$ cat src/odscl_pkg.sv
// constants shared by the octal converter serial command logic
package odscl_pkg;

  // frame layout
  localparam int FRAME_W = 24;
  localparam int CMD_POS = 20;
  localparam int ADDR_POS = 16;
  localparam int DATA_POS = 0;
  localparam int CODE_BITS = 16;
  localparam int NUM_CHANNELS = 8;
  localparam int CNT_W = 8;

  // command codes
  localparam logic [3:0] CMD_NOP = 4'h0;
  localparam logic [3:0] CMD_WRITE_INPUT = 4'h1;
  localparam logic [3:0] CMD_UPDATE_OUTPUT = 4'h2;
  localparam logic [3:0] CMD_WRITE_UPDATE = 4'h3;
  localparam logic [3:0] CMD_POWER_MODE = 4'h4;
  localparam logic [3:0] CMD_LOAD_MASK = 4'h5;
  localparam logic [3:0] CMD_SOFT_RESET = 4'h6;
  localparam logic [3:0] CMD_CHAIN_SETUP = 4'h8;
  localparam logic [3:0] CMD_READBACK = 4'h9;

  // field positions inside the data word
  localparam int CHAIN_BIT_POS = 0;
  localparam int MASK_POS = 0;
  localparam int POWER_POS = 0;

  // pin vector positions and idle levels {load_outputs_n, sclk, serial_in, sync_n}
  localparam int PIN_SYNC = 0;
  localparam int PIN_SDI = 1;
  localparam int PIN_SCLK = 2;
  localparam int PIN_LOAD = 3;
  localparam logic [3:0] PIN_IDLE = 4'hD;

  // power mode pair encodings
  localparam logic [1:0] PM_NORMAL = 2'h0;
  localparam logic [1:0] PM_GROUND = 2'h1;
  localparam logic [1:0] PM_RESERVED = 2'h2;
  localparam logic [1:0] PM_THREE_STATE = 2'h3;

  // values after reset, and the readback pad byte
  localparam logic RST_CHAIN_ENABLE = 1'b0;
  localparam logic [15:0] RST_POWER_MODES = 16'h0000;
  localparam logic [7:0] RST_LOAD_MASK = 8'h00;
  localparam logic [15:0] RST_CODE = 16'h0000;
  localparam logic [7:0] RB_PAD = 8'h00;

endpackage : odscl_pkg

$ cat src/odscl_fifo.sv
// frame fifo between the serial front end and the command executor
`timescale 1ns/10ps
module odscl_fifo #(
  parameter int WIDTH = 24,
  parameter int DEPTH = 8
) (
  input wire logic clock, // system clock
  input wire logic rst, // synchronous reset, active high
  input wire logic in_valid, // producer offers a word
  output logic in_ready, // room for a word
  input wire logic [WIDTH-1:0] in_data, // word offered
  output logic out_valid, // a word is waiting
  input wire logic out_ready, // consumer takes the word
  output logic [WIDTH-1:0] out_data // oldest word
);

  localparam int AW = $clog2(DEPTH);

  // refuse depths the pointer arithmetic cannot serve
  if (DEPTH < 2 || (1 << AW) != DEPTH || WIDTH < 1)
  begin : g_bad_param
    $error("odscl_fifo: DEPTH must be a power of two of at least 2");
  end

  logic [WIDTH-1:0] mem [DEPTH];
  logic [AW:0] wr_ptr;
  logic [AW:0] rd_ptr;
  logic do_wr;
  logic do_rd;

  // full when pointers differ only in the wrap bit
  assign in_ready = !((wr_ptr[AW] != rd_ptr[AW]) && (wr_ptr[AW-1:0] == rd_ptr[AW-1:0]));
  assign out_valid = (wr_ptr != rd_ptr);
  assign out_data = mem[rd_ptr[AW-1:0]];
  assign do_wr = in_valid && in_ready;
  assign do_rd = out_valid && out_ready;

  // storage array
  always_ff @(posedge clock)
  begin
    if (do_wr)
    begin
      mem[wr_ptr[AW-1:0]] <= in_data;
    end
  end

  // pointers
  always_ff @(posedge clock)
  begin
    if (rst)
    begin
      wr_ptr <= '0;
      rd_ptr <= '0;
    end
    else
    begin
      if (do_wr)
      begin
        wr_ptr <= wr_ptr + 1'b1;
      end
      if (do_rd)
      begin
        rd_ptr <= rd_ptr + 1'b1;
      end
    end
  end

endmodule : odscl_fifo

$ cat src/odscl_top.sv
// serial command logic of an eight channel converter: shifter, registers, chain, readback, power modes
// What this block does
// - command 0001 writes input registers; low unmasked load pin makes them transparent
// - command 0010 copies addressed input register into output register
// - command 0011 writes addressed output registers directly, load pin ignored
// - for 0011, data bits 7..0 set copy that channel's input to output
// - command 1000 loads chain enable from data bit 0; standalone after reset
// - in chain mode, bits beyond 24 leave on serial out, changing on rising clock
// - a frame ended at any nonzero clock count still executes
// - frame select rising latches the word; clocks ignored until it falls
// - command 1001 selects one channel by address for readback; rest ignored
// - serial out enabled for a read frame even when chain mode is off
// - read frame shifts 24 bits; last 16 carry the selected register
// - while frame select high, serial out held weakly at last bit
// - command 0100 loads two power bits per channel from data 15..0
// - power pair 00 normal, 01 tied to ground, 11 three-state
// - power down keeps output registers; they still accept updates
// - two register banks per channel; load pin governs input to output
// - load pin low during 0001 updates input and output registers
// - frame is 24 bits msb first: command, address, data word
// - serial in sampled on falling serial clock while frame select low
// - load pin falling copies input to output for unmasked channels
// - channels with mask bit set ignore the load pin
`timescale 1ns/10ps
module odscl_top #(
  parameter int CHANNELS = 8,
  parameter int CODE_W = 16,
  parameter int FIFO_DEPTH = 8
) (
  input wire logic clock, // system clock, 50 MHz
  input wire logic rst, // synchronous reset, active high
  input wire logic sync_n, // frame select pin, active low
  input wire logic sclk, // serial clock pin
  input wire logic serial_in, // serial data pin
  input wire logic load_outputs_n, // load pin, active low
  output logic serial_out, // serial data out level
  output logic serial_out_oe_n, // low while serial out is driven strongly
  output logic serial_out_keep, // high while the weak keeper holds serial out
  output logic chain_enable, // chain mode setting
  output logic [15:0] channel_power_modes, // two power bits per channel
  output logic [CHANNELS*CODE_W-1:0] output_codes, // output registers, channel 0 lowest
  output logic [CHANNELS-1:0] chan_tied_ground, // channel output tied to ground
  output logic [CHANNELS-1:0] chan_three_state, // channel output three-stated
  output logic frame_overflow // sticky: a frame found the fifo full
);

  // the frame format fixes eight 16 bit channels
  if (CHANNELS != odscl_pkg::NUM_CHANNELS || CODE_W != odscl_pkg::CODE_BITS || FIFO_DEPTH < 2)
  begin : g_bad_param
    $error("odscl_top: only eight 16 bit channels and a fifo of two or more words");
  end

  ////////////////////////////////////////////////////////////////////////////
  // helpers

  // one-hot channel select from the address field
  function automatic logic [7:0] addr_sel(input logic [3:0] a);
    addr_sel = a[3] ? 8'h00 : (8'h01 << a[2:0]);
  endfunction : addr_sel

  // power pair of one channel
  function automatic logic [1:0] pm_pair(input logic [15:0] pm, input int ch);
    pm_pair = pm[2*ch +: 2];
  endfunction : pm_pair

  ////////////////////////////////////////////////////////////////////////////
  // pin synchronisers

  logic [3:0] pin_s1;
  logic [3:0] pin_s2;
  logic [3:0] pin_s3;
  logic [3:0] pin_lvl;
  logic [3:0] pin_lvl_d;

  // three flops; a level counts once stages two and three agree
  always_ff @(posedge clock)
  begin
    if (rst)
    begin
      pin_s1 <= odscl_pkg::PIN_IDLE;
      pin_s2 <= odscl_pkg::PIN_IDLE;
      pin_s3 <= odscl_pkg::PIN_IDLE;
      pin_lvl <= odscl_pkg::PIN_IDLE;
      pin_lvl_d <= odscl_pkg::PIN_IDLE;
    end
    else
    begin
      pin_s1 <= {load_outputs_n, sclk, serial_in, sync_n};
      pin_s2 <= pin_s1;
      pin_s3 <= pin_s2;
      pin_lvl <= (pin_s2 & pin_s3) | (pin_lvl & (pin_s2 ^ pin_s3));
      pin_lvl_d <= pin_lvl;
    end
  end

  logic in_frame;
  logic sync_fall;
  logic sync_rise;
  logic sclk_fall;
  logic sclk_rise;
  logic load_low;
  logic load_fall;

  // edge events of the filtered pins
  assign in_frame = !pin_lvl[odscl_pkg::PIN_SYNC];
  assign sync_fall = pin_lvl_d[odscl_pkg::PIN_SYNC] && !pin_lvl[odscl_pkg::PIN_SYNC];
  assign sync_rise = !pin_lvl_d[odscl_pkg::PIN_SYNC] && pin_lvl[odscl_pkg::PIN_SYNC];
  assign sclk_fall = pin_lvl_d[odscl_pkg::PIN_SCLK] && !pin_lvl[odscl_pkg::PIN_SCLK];
  assign sclk_rise = !pin_lvl_d[odscl_pkg::PIN_SCLK] && pin_lvl[odscl_pkg::PIN_SCLK];
  assign load_low = !pin_lvl[odscl_pkg::PIN_LOAD];
  assign load_fall = pin_lvl_d[odscl_pkg::PIN_LOAD] && !pin_lvl[odscl_pkg::PIN_LOAD];

  ////////////////////////////////////////////////////////////////////////////
  // input shift register

  logic [odscl_pkg::FRAME_W-1:0] shift_reg;
  logic [odscl_pkg::CNT_W-1:0] bit_cnt;
  logic rb_pending;
  logic read_frame;
  logic [2:0] rb_chan;
  logic [CODE_W-1:0] input_reg [CHANNELS];
  logic [odscl_pkg::FRAME_W-1:0] rb_word;

  assign rb_word = {odscl_pkg::RB_PAD, input_reg[rb_chan]};

  // clocks outside a frame are ignored
  always_ff @(posedge clock)
  begin
    if (rst)
    begin
      shift_reg <= '0;
      bit_cnt <= '0;
    end
    else if (sync_fall)
    begin
      bit_cnt <= '0;
      if (rb_pending)
      begin
        shift_reg <= rb_word;
      end
    end
    else if (in_frame && sclk_fall)
    begin
      shift_reg <= {shift_reg[odscl_pkg::FRAME_W-2:0], pin_lvl[odscl_pkg::PIN_SDI]};
      if (bit_cnt != '1)
      begin
        bit_cnt <= bit_cnt + 1'b1;
      end
    end
  end

  ////////////////////////////////////////////////////////////////////////////
  // serial output

  // next bit appears on each rising clock
  // read frame presents the readback word from its first bit
  always_ff @(posedge clock)
  begin
    if (rst)
    begin
      serial_out <= 1'b0;
    end
    else if (sync_fall)
    begin
      serial_out <= rb_pending ? rb_word[odscl_pkg::FRAME_W-1] : shift_reg[odscl_pkg::FRAME_W-1];
    end
    else if (in_frame && sclk_rise)
    begin
      serial_out <= shift_reg[odscl_pkg::FRAME_W-1];
    end
  end

  // read frame forces the driver on
  // keeper holds the last bit outside a frame
  always_ff @(posedge clock)
  begin
    if (rst)
    begin
      serial_out_oe_n <= 1'b1;
      serial_out_keep <= 1'b1;
    end
    else
    begin
      serial_out_oe_n <= !(in_frame && (chain_enable || read_frame));
      serial_out_keep <= !in_frame;
    end
  end

  ////////////////////////////////////////////////////////////////////////////
  // frame fifo and executor handshake

  logic frame_push;
  logic fifo_in_ready;
  logic fifo_out_valid;
  logic fifo_out_ready;
  logic [odscl_pkg::FRAME_W-1:0] fifo_out_data;

  assign frame_push = sync_rise && (bit_cnt != '0);
  // a load pin edge takes the register file for one cycle
  assign fifo_out_ready = !load_fall;

  odscl_fifo #(
    .WIDTH(odscl_pkg::FRAME_W),
    .DEPTH(FIFO_DEPTH)
  ) u_fifo (
    .clock(clock),
    .rst(rst),
    .in_valid(frame_push),
    .in_ready(fifo_in_ready),
    .in_data(shift_reg),
    .out_valid(fifo_out_valid),
    .out_ready(fifo_out_ready),
    .out_data(fifo_out_data)
  );

  // lost frame flag, cleared only by reset
  always_ff @(posedge clock)
  begin
    if (rst)
    begin
      frame_overflow <= 1'b0;
    end
    else if (frame_push && !fifo_in_ready)
    begin
      frame_overflow <= 1'b1;
    end
  end

  logic take;
  logic [3:0] cmd;
  logic [3:0] addr;
  logic [CODE_W-1:0] data;
  logic [7:0] sel;
  logic soft_rst;

  // field split of the latched word
  assign take = fifo_out_valid && fifo_out_ready;
  assign cmd = fifo_out_data[odscl_pkg::CMD_POS +: 4];
  assign addr = fifo_out_data[odscl_pkg::ADDR_POS +: 4];
  assign data = fifo_out_data[odscl_pkg::DATA_POS +: CODE_W];
  assign sel = addr_sel(addr);
  assign soft_rst = take && (cmd == odscl_pkg::CMD_SOFT_RESET);

  ////////////////////////////////////////////////////////////////////////////
  // control settings

  logic [7:0] load_mask;

  // chain, mask and power mode settings
  always_ff @(posedge clock)
  begin
    if (rst || soft_rst)
    begin
      chain_enable <= odscl_pkg::RST_CHAIN_ENABLE;
      load_mask <= odscl_pkg::RST_LOAD_MASK;
      channel_power_modes <= odscl_pkg::RST_POWER_MODES;
    end
    else if (take)
    begin
      case (cmd)
        odscl_pkg::CMD_CHAIN_SETUP: chain_enable <= data[odscl_pkg::CHAIN_BIT_POS];
        odscl_pkg::CMD_LOAD_MASK: load_mask <= data[odscl_pkg::MASK_POS +: 8];
        // two bits per channel from data 15..0
        odscl_pkg::CMD_POWER_MODE: channel_power_modes <= data[odscl_pkg::POWER_POS +: 16];
        default: chain_enable <= chain_enable;
      endcase
    end
  end

  always_ff @(posedge clock)
  begin
    if (rst)
    begin
      chan_tied_ground <= '0;
      chan_three_state <= '0;
    end
    else
    begin
      for (int ch = 0; ch < CHANNELS; ch++)
      begin
        chan_tied_ground[ch] <= (pm_pair(channel_power_modes, ch) == odscl_pkg::PM_GROUND) ||
                                (pm_pair(channel_power_modes, ch) == odscl_pkg::PM_RESERVED);
        chan_three_state[ch] <= (pm_pair(channel_power_modes, ch) == odscl_pkg::PM_THREE_STATE);
      end
    end
  end

  // readback channel select, one frame pending
  always_ff @(posedge clock)
  begin
    if (rst || soft_rst)
    begin
      rb_pending <= 1'b0;
      read_frame <= 1'b0;
      rb_chan <= 3'h0;
    end
    else
    begin
      if (take && cmd == odscl_pkg::CMD_READBACK)
      begin
        rb_pending <= 1'b1;
        rb_chan <= addr[2:0];
      end
      else if (sync_fall)
      begin
        rb_pending <= 1'b0;
      end
      if (sync_fall)
      begin
        read_frame <= rb_pending;
      end
      else if (sync_rise)
      begin
        read_frame <= 1'b0;
      end
    end
  end

  ////////////////////////////////////////////////////////////////////////////
  // register banks

  always_ff @(posedge clock)
  begin
    for (int ch = 0; ch < CHANNELS; ch++)
    begin
      if (rst || soft_rst)
      begin
        input_reg[ch] <= odscl_pkg::RST_CODE;
      end
      else if (take && sel[ch] && (cmd == odscl_pkg::CMD_WRITE_INPUT || cmd == odscl_pkg::CMD_WRITE_UPDATE))
      begin
        input_reg[ch] <= data;
      end
    end
  end

  // output bank; power modes never touch it
  // updates regardless of power mode
  always_ff @(posedge clock)
  begin
    for (int ch = 0; ch < CHANNELS; ch++)
    begin
      if (rst || soft_rst)
      begin
        output_codes[ch*CODE_W +: CODE_W] <= odscl_pkg::RST_CODE;
      end
      else if (take && sel[ch] && cmd == odscl_pkg::CMD_WRITE_UPDATE)
      begin
        output_codes[ch*CODE_W +: CODE_W] <= data;
      end
      // load low makes 0001 update both banks
      else if (take && sel[ch] && cmd == odscl_pkg::CMD_WRITE_INPUT && load_low && !load_mask[ch])
      begin
        output_codes[ch*CODE_W +: CODE_W] <= data;
      end
      else if (take && sel[ch] && cmd == odscl_pkg::CMD_UPDATE_OUTPUT)
      begin
        output_codes[ch*CODE_W +: CODE_W] <= input_reg[ch];
      end
      // data bit set copies input to output
      else if (take && data[ch] && cmd == odscl_pkg::CMD_WRITE_UPDATE)
      begin
        output_codes[ch*CODE_W +: CODE_W] <= input_reg[ch];
      end
      // load falling or held low copies input
      // masked channels ignore the load pin
      else if ((load_fall || load_low) && !load_mask[ch])
      begin
        output_codes[ch*CODE_W +: CODE_W] <= input_reg[ch];
      end
    end
  end

endmodule : odscl_top

$ cat config.mk
export PLATFORM = sky130hd
export DESIGN_NAME = odscl_top
export DESIGN_NICKNAME = d
export VERILOG_FILES = /design/src/odscl_pkg.sv /design/src/odscl_fifo.sv /design/src/odscl_top.sv
export SDC_FILE = /design/constraint.sdc
export NUM_CORES = 1
export LEC_CHECK = 0
export BUFFER_PORTS_ARGS = -buffer_cell sky130_fd_sc_hd__buf_4
export CORE_ASPECT_RATIO = 1.25
export CORE_MARGIN = 3
export CORE_UTILIZATION = 45
export CTS_CLUSTER_SIZE = 14
export DETAILED_ROUTE_END_ITERATION = 12
export PLACE_DENSITY = 0.75
export SLEW_MARGIN = 20
export SYNTH_ARGS = -nofsm -noshare
export SYNTH_HDL_FRONTEND = slang
export SYNTH_SLANG_ARGS = --single-unit
$ cat constraint.sdc
create_clock -name clock -period 7 [get_ports clock]
set_input_delay 1.75 -clock clock [delete_from_list [all_inputs] [get_ports clock]]
set_output_delay 1.75 -clock clock [all_outputs]
set_load 0.005 [all_outputs]
==> results.sh <==
export IMPL_status="finished clean"
export IMPL_synth_simple_gate_area_share_pct=8.85
export IMPL_yosysWarningCount=0
export IMPL_firstDrtPassIters=6
export IMPL_viasPerCell=6.24
export IMPL_synthMuxAreaShare_pct=10.3
export IMPL_path_max_fanout=70
export IMPL_synthAdderAreaFrac_pct=0.981
export IMPL_synth_top_family_by_area="compound AO/OA/AOI/OAI gates"
export IMPL_finalSetupTns_ps=0
export IMPL_synth_fp_nets=1735
export IMPL_drtIter0Drc=1773
export IMPL_fin_nets=1854
export IMPL_synthToLayoutAreaGrowth_pct=15.1
export IMPL_numCtsBuffers=50
export IMPL_netlist_instances=1711
export IMPL_antenna_found_initial=1
export IMPL_synth_seq_cells=562
export IMPL_ys_async_sr_fraction_pct=0
export IMPL_post_synth_top_area_cell="edfxtp_1"
export IMPL_postCtsSetupBuffers=0
export IMPL_final_common_cell="edfxtp_1"
export IMPL_ff2ff_path_depth=8
export IMPL_cp_start_kind="flip-flop"
export IMPL_p_per_area_mw_per_mm2=272
export IMPL_gp_congestion=0.948
export IMPL_synth_top_cell_area_share_pct=41.9
export IMPL_cts_sinks=562
export IMPL_peakVddDrop_mv=0.176
export IMPL_slew_headroom_pct=25.4
export IMPL_cp_arrival_ps=5060
export IMPL_die_y_um=258
export IMPL_min_path_type="reg2reg"
export IMPL_worstMarginPinSlew_ps=1110
export IMPL_synth_area_leaders="edfxtp_1 (42%), dfxtp_1 (21%), mux4_2 (7.7%)"
export IMPL_io_pins=171
export IMPL_port_buffers=170
export IMPL_num_rows=91
export IMPL_htreeDepth=2
export IMPL_drive_above_1_share_pct=24.6
export IMPL_cts_root_buffer="clkbuf_16"
export IMPL_avgSynthCellArea_um2=13.4
export IMPL_reg2reg_to="output_codes[73]"
export IMPL_max_freq_mhz=219
export IMPL_r2r_slack_ps=2440
export IMPL_rsz0062_at_grt="false"
export IMPL_core_mm2=0.0499
export IMPL_period_needed_ps=4560
export IMPL_synth_xor_xnor_area_share_pct=0.611
export IMPL_dieArea_mm2=0.0538
export IMPL_grt_pass1_wl_um=94800
export IMPL_multi_input_area_mm2=0.00797
export IMPL_cp_data_required_time_ps=7500
export IMPL_start_util_pct=46.0
export IMPL_gr_total_overflow=0
export IMPL_regArea_mm2=0.0145
export IMPL_worstHoldStart="pin_s1[2]"
export IMPL_tritoncts="built"
export IMPL_ctsHoldBuffers=0
export IMPL_die_w_um=208
export IMPL_ctsResizeCount=0
export IMPL_hold_viol=0
export IMPL_drc_errors=0
export IMPL_largest_register_ffs=192
export IMPL_cap_violations=0
export IMPL_routed_wirelength_um=63000
export IMPL_cp_end_kind="flip-flop"
export IMPL_synth_distinct_cells=68
export IMPL_dp_hpwl_um=42300
export IMPL_synth_edff_count=320
export IMPL_timing_final_crit_share_pct=65.1
export IMPL_drv_slew=0
export IMPL_clockBufferDepth=3
export IMPL_synth_ff_type="edfxtp_1"
export IMPL_insertedDiodeCount=0
export IMPL_clk_latency_ps=580
export IMPL_drtAntennaViolNets=0
export IMPL_grt_usage_pct=22.6
export IMPL_synth_area_mm2=0.0229
export IMPL_grt_max_degree=71
export IMPL_fin_worst_skew_ps=23.4
export IMPL_synth_seq_area_share_pct=63.0
export IMPL_power_leakage_nw=9.30
export IMPL_wire_per_inst_um=25.0
export IMPL_clk_pin_slew_ps=70
export IMPL_setup_viol=0
export IMPL_synth_compound_area_share_pct=13.2
export IMPL_fillers=4043
export IMPL_grt_pass1_vias=15400
export IMPL_min_path_cells=1
export IMPL_fin_util_pct=53.0
export IMPL_final_cell_mix="edfxtp_1 (320), nor2_1 (246), dfxtp_1 (238)"
export IMPL_worstHoldEndpoint="pin_s2[2]"
export IMPL_crit_type="reg2reg"
export IMPL_num_vias=15700
==> synthesized netlist by cell type (all sizes together) (19+ instances only) <==
cell      n
edfxtp  320
nor2    253
dfxtp   242
clkbuf   88
a221o    80
mux4     78
o21ai    75
nand2    55
buf      54
a21oi    51
a41oi    48
a211oi   46
nor3     45
a21o     32
mux2i    29
mux2     23
nor2b    21
a221oi   19
nand3    19
==> per-stage QoR <==
stage | std cells | hold slack, ps | total power, mW | cell area [µm²] | worst slack (ps)
after floorplan | 1711 | 389 | 4.24 | 22900 | 3430
after global placement | 2429 | 400 | 4.54 | 24800 | 2680
after detailed placement | 2429 | 397 | 4.56 | 24800 | 2570
after CTS | 2522 | 410 | 7.18 | 26400 | 2510
after global routing | 2522 | 427 | 7.36 | 26400 | 2140
final | 2522 | 405 | 7.18 | 26400 | 2440
==> per-layer routing <==
layer	vias to the layer above	global-route usage (%)	wire length (µm)
met5	-	0	0
met1	7793	27.5	22500
met4	0	12.1	3830
met3	209	2.74	4980
li1	6845	-	-
met2	883	39.6	31700
==> how the worst max path moves through the flow <==
| stage | start | slack, ps | end | cells after the start |
|---|---|---|---|---|
| 2_1_floorplan | flip-flop | 3430 | input_reg[6][0] | 8 |
| 3_3_place_gp | flip-flop | 2680 | output_codes[98] | 8 |
| 3_5_place_dp | flip-flop | 2570 | output_codes[96] | 8 |
| 4_1_cts | flip-flop | 2510 | output_codes[73] | 8 |
| 5_1_grt | flip-flop | 2140 | input_reg[3][0] | 7 |
| 6_report | flip-flop | 2440 | output_codes[73] | 8 |
==> cells by family (layout without fill, tap and decap cells) <==
logic type / after synthesis / in the layout
AOI/OAI and AO/OA: 385 / 385
xor gates and xnor gates: 16 / 16
adders and majority gates: 18 / 18
buffers and inverters: 148 / 308
DFF: 562 / 562
muxes: 130 / 130
and+or+nand+nor: 452 / 452
==> worst max-delay path: stages (launching register included) <==
cell and delay [ps]:
dfxtp_2 510, buf_4 650, mux4_2 630, mux2_2 360, nand2_1 480, o41ai_4 110, buf_4 390, nor3_2 990
a221o_1 310
==> power breakdown <==
part | total, mW | switching, mW | internal, mW | leakage, nW
Clock | 2.66 | 1.19 | 1.47 | 0.776
Combinational | 0.899 | 0.587 | 0.311 | 3.46
Sequential | 3.61 | 0.0730 | 3.54 | 5.06
Total | 7.18 | 1.85 | 5.32 | 9.30
==> layout make-up <==
class                      instances  area share (%)
tap                              651            3.08
inverter                           6          0.0853
multi-input combinational       1001            30.2
clock inverter                    11           0.246
sequential                       562            54.8
timing repair buffer             209            5.94
clock buffer                      82            5.71
No activity file was read; power rests on OpenSTA's default activity.
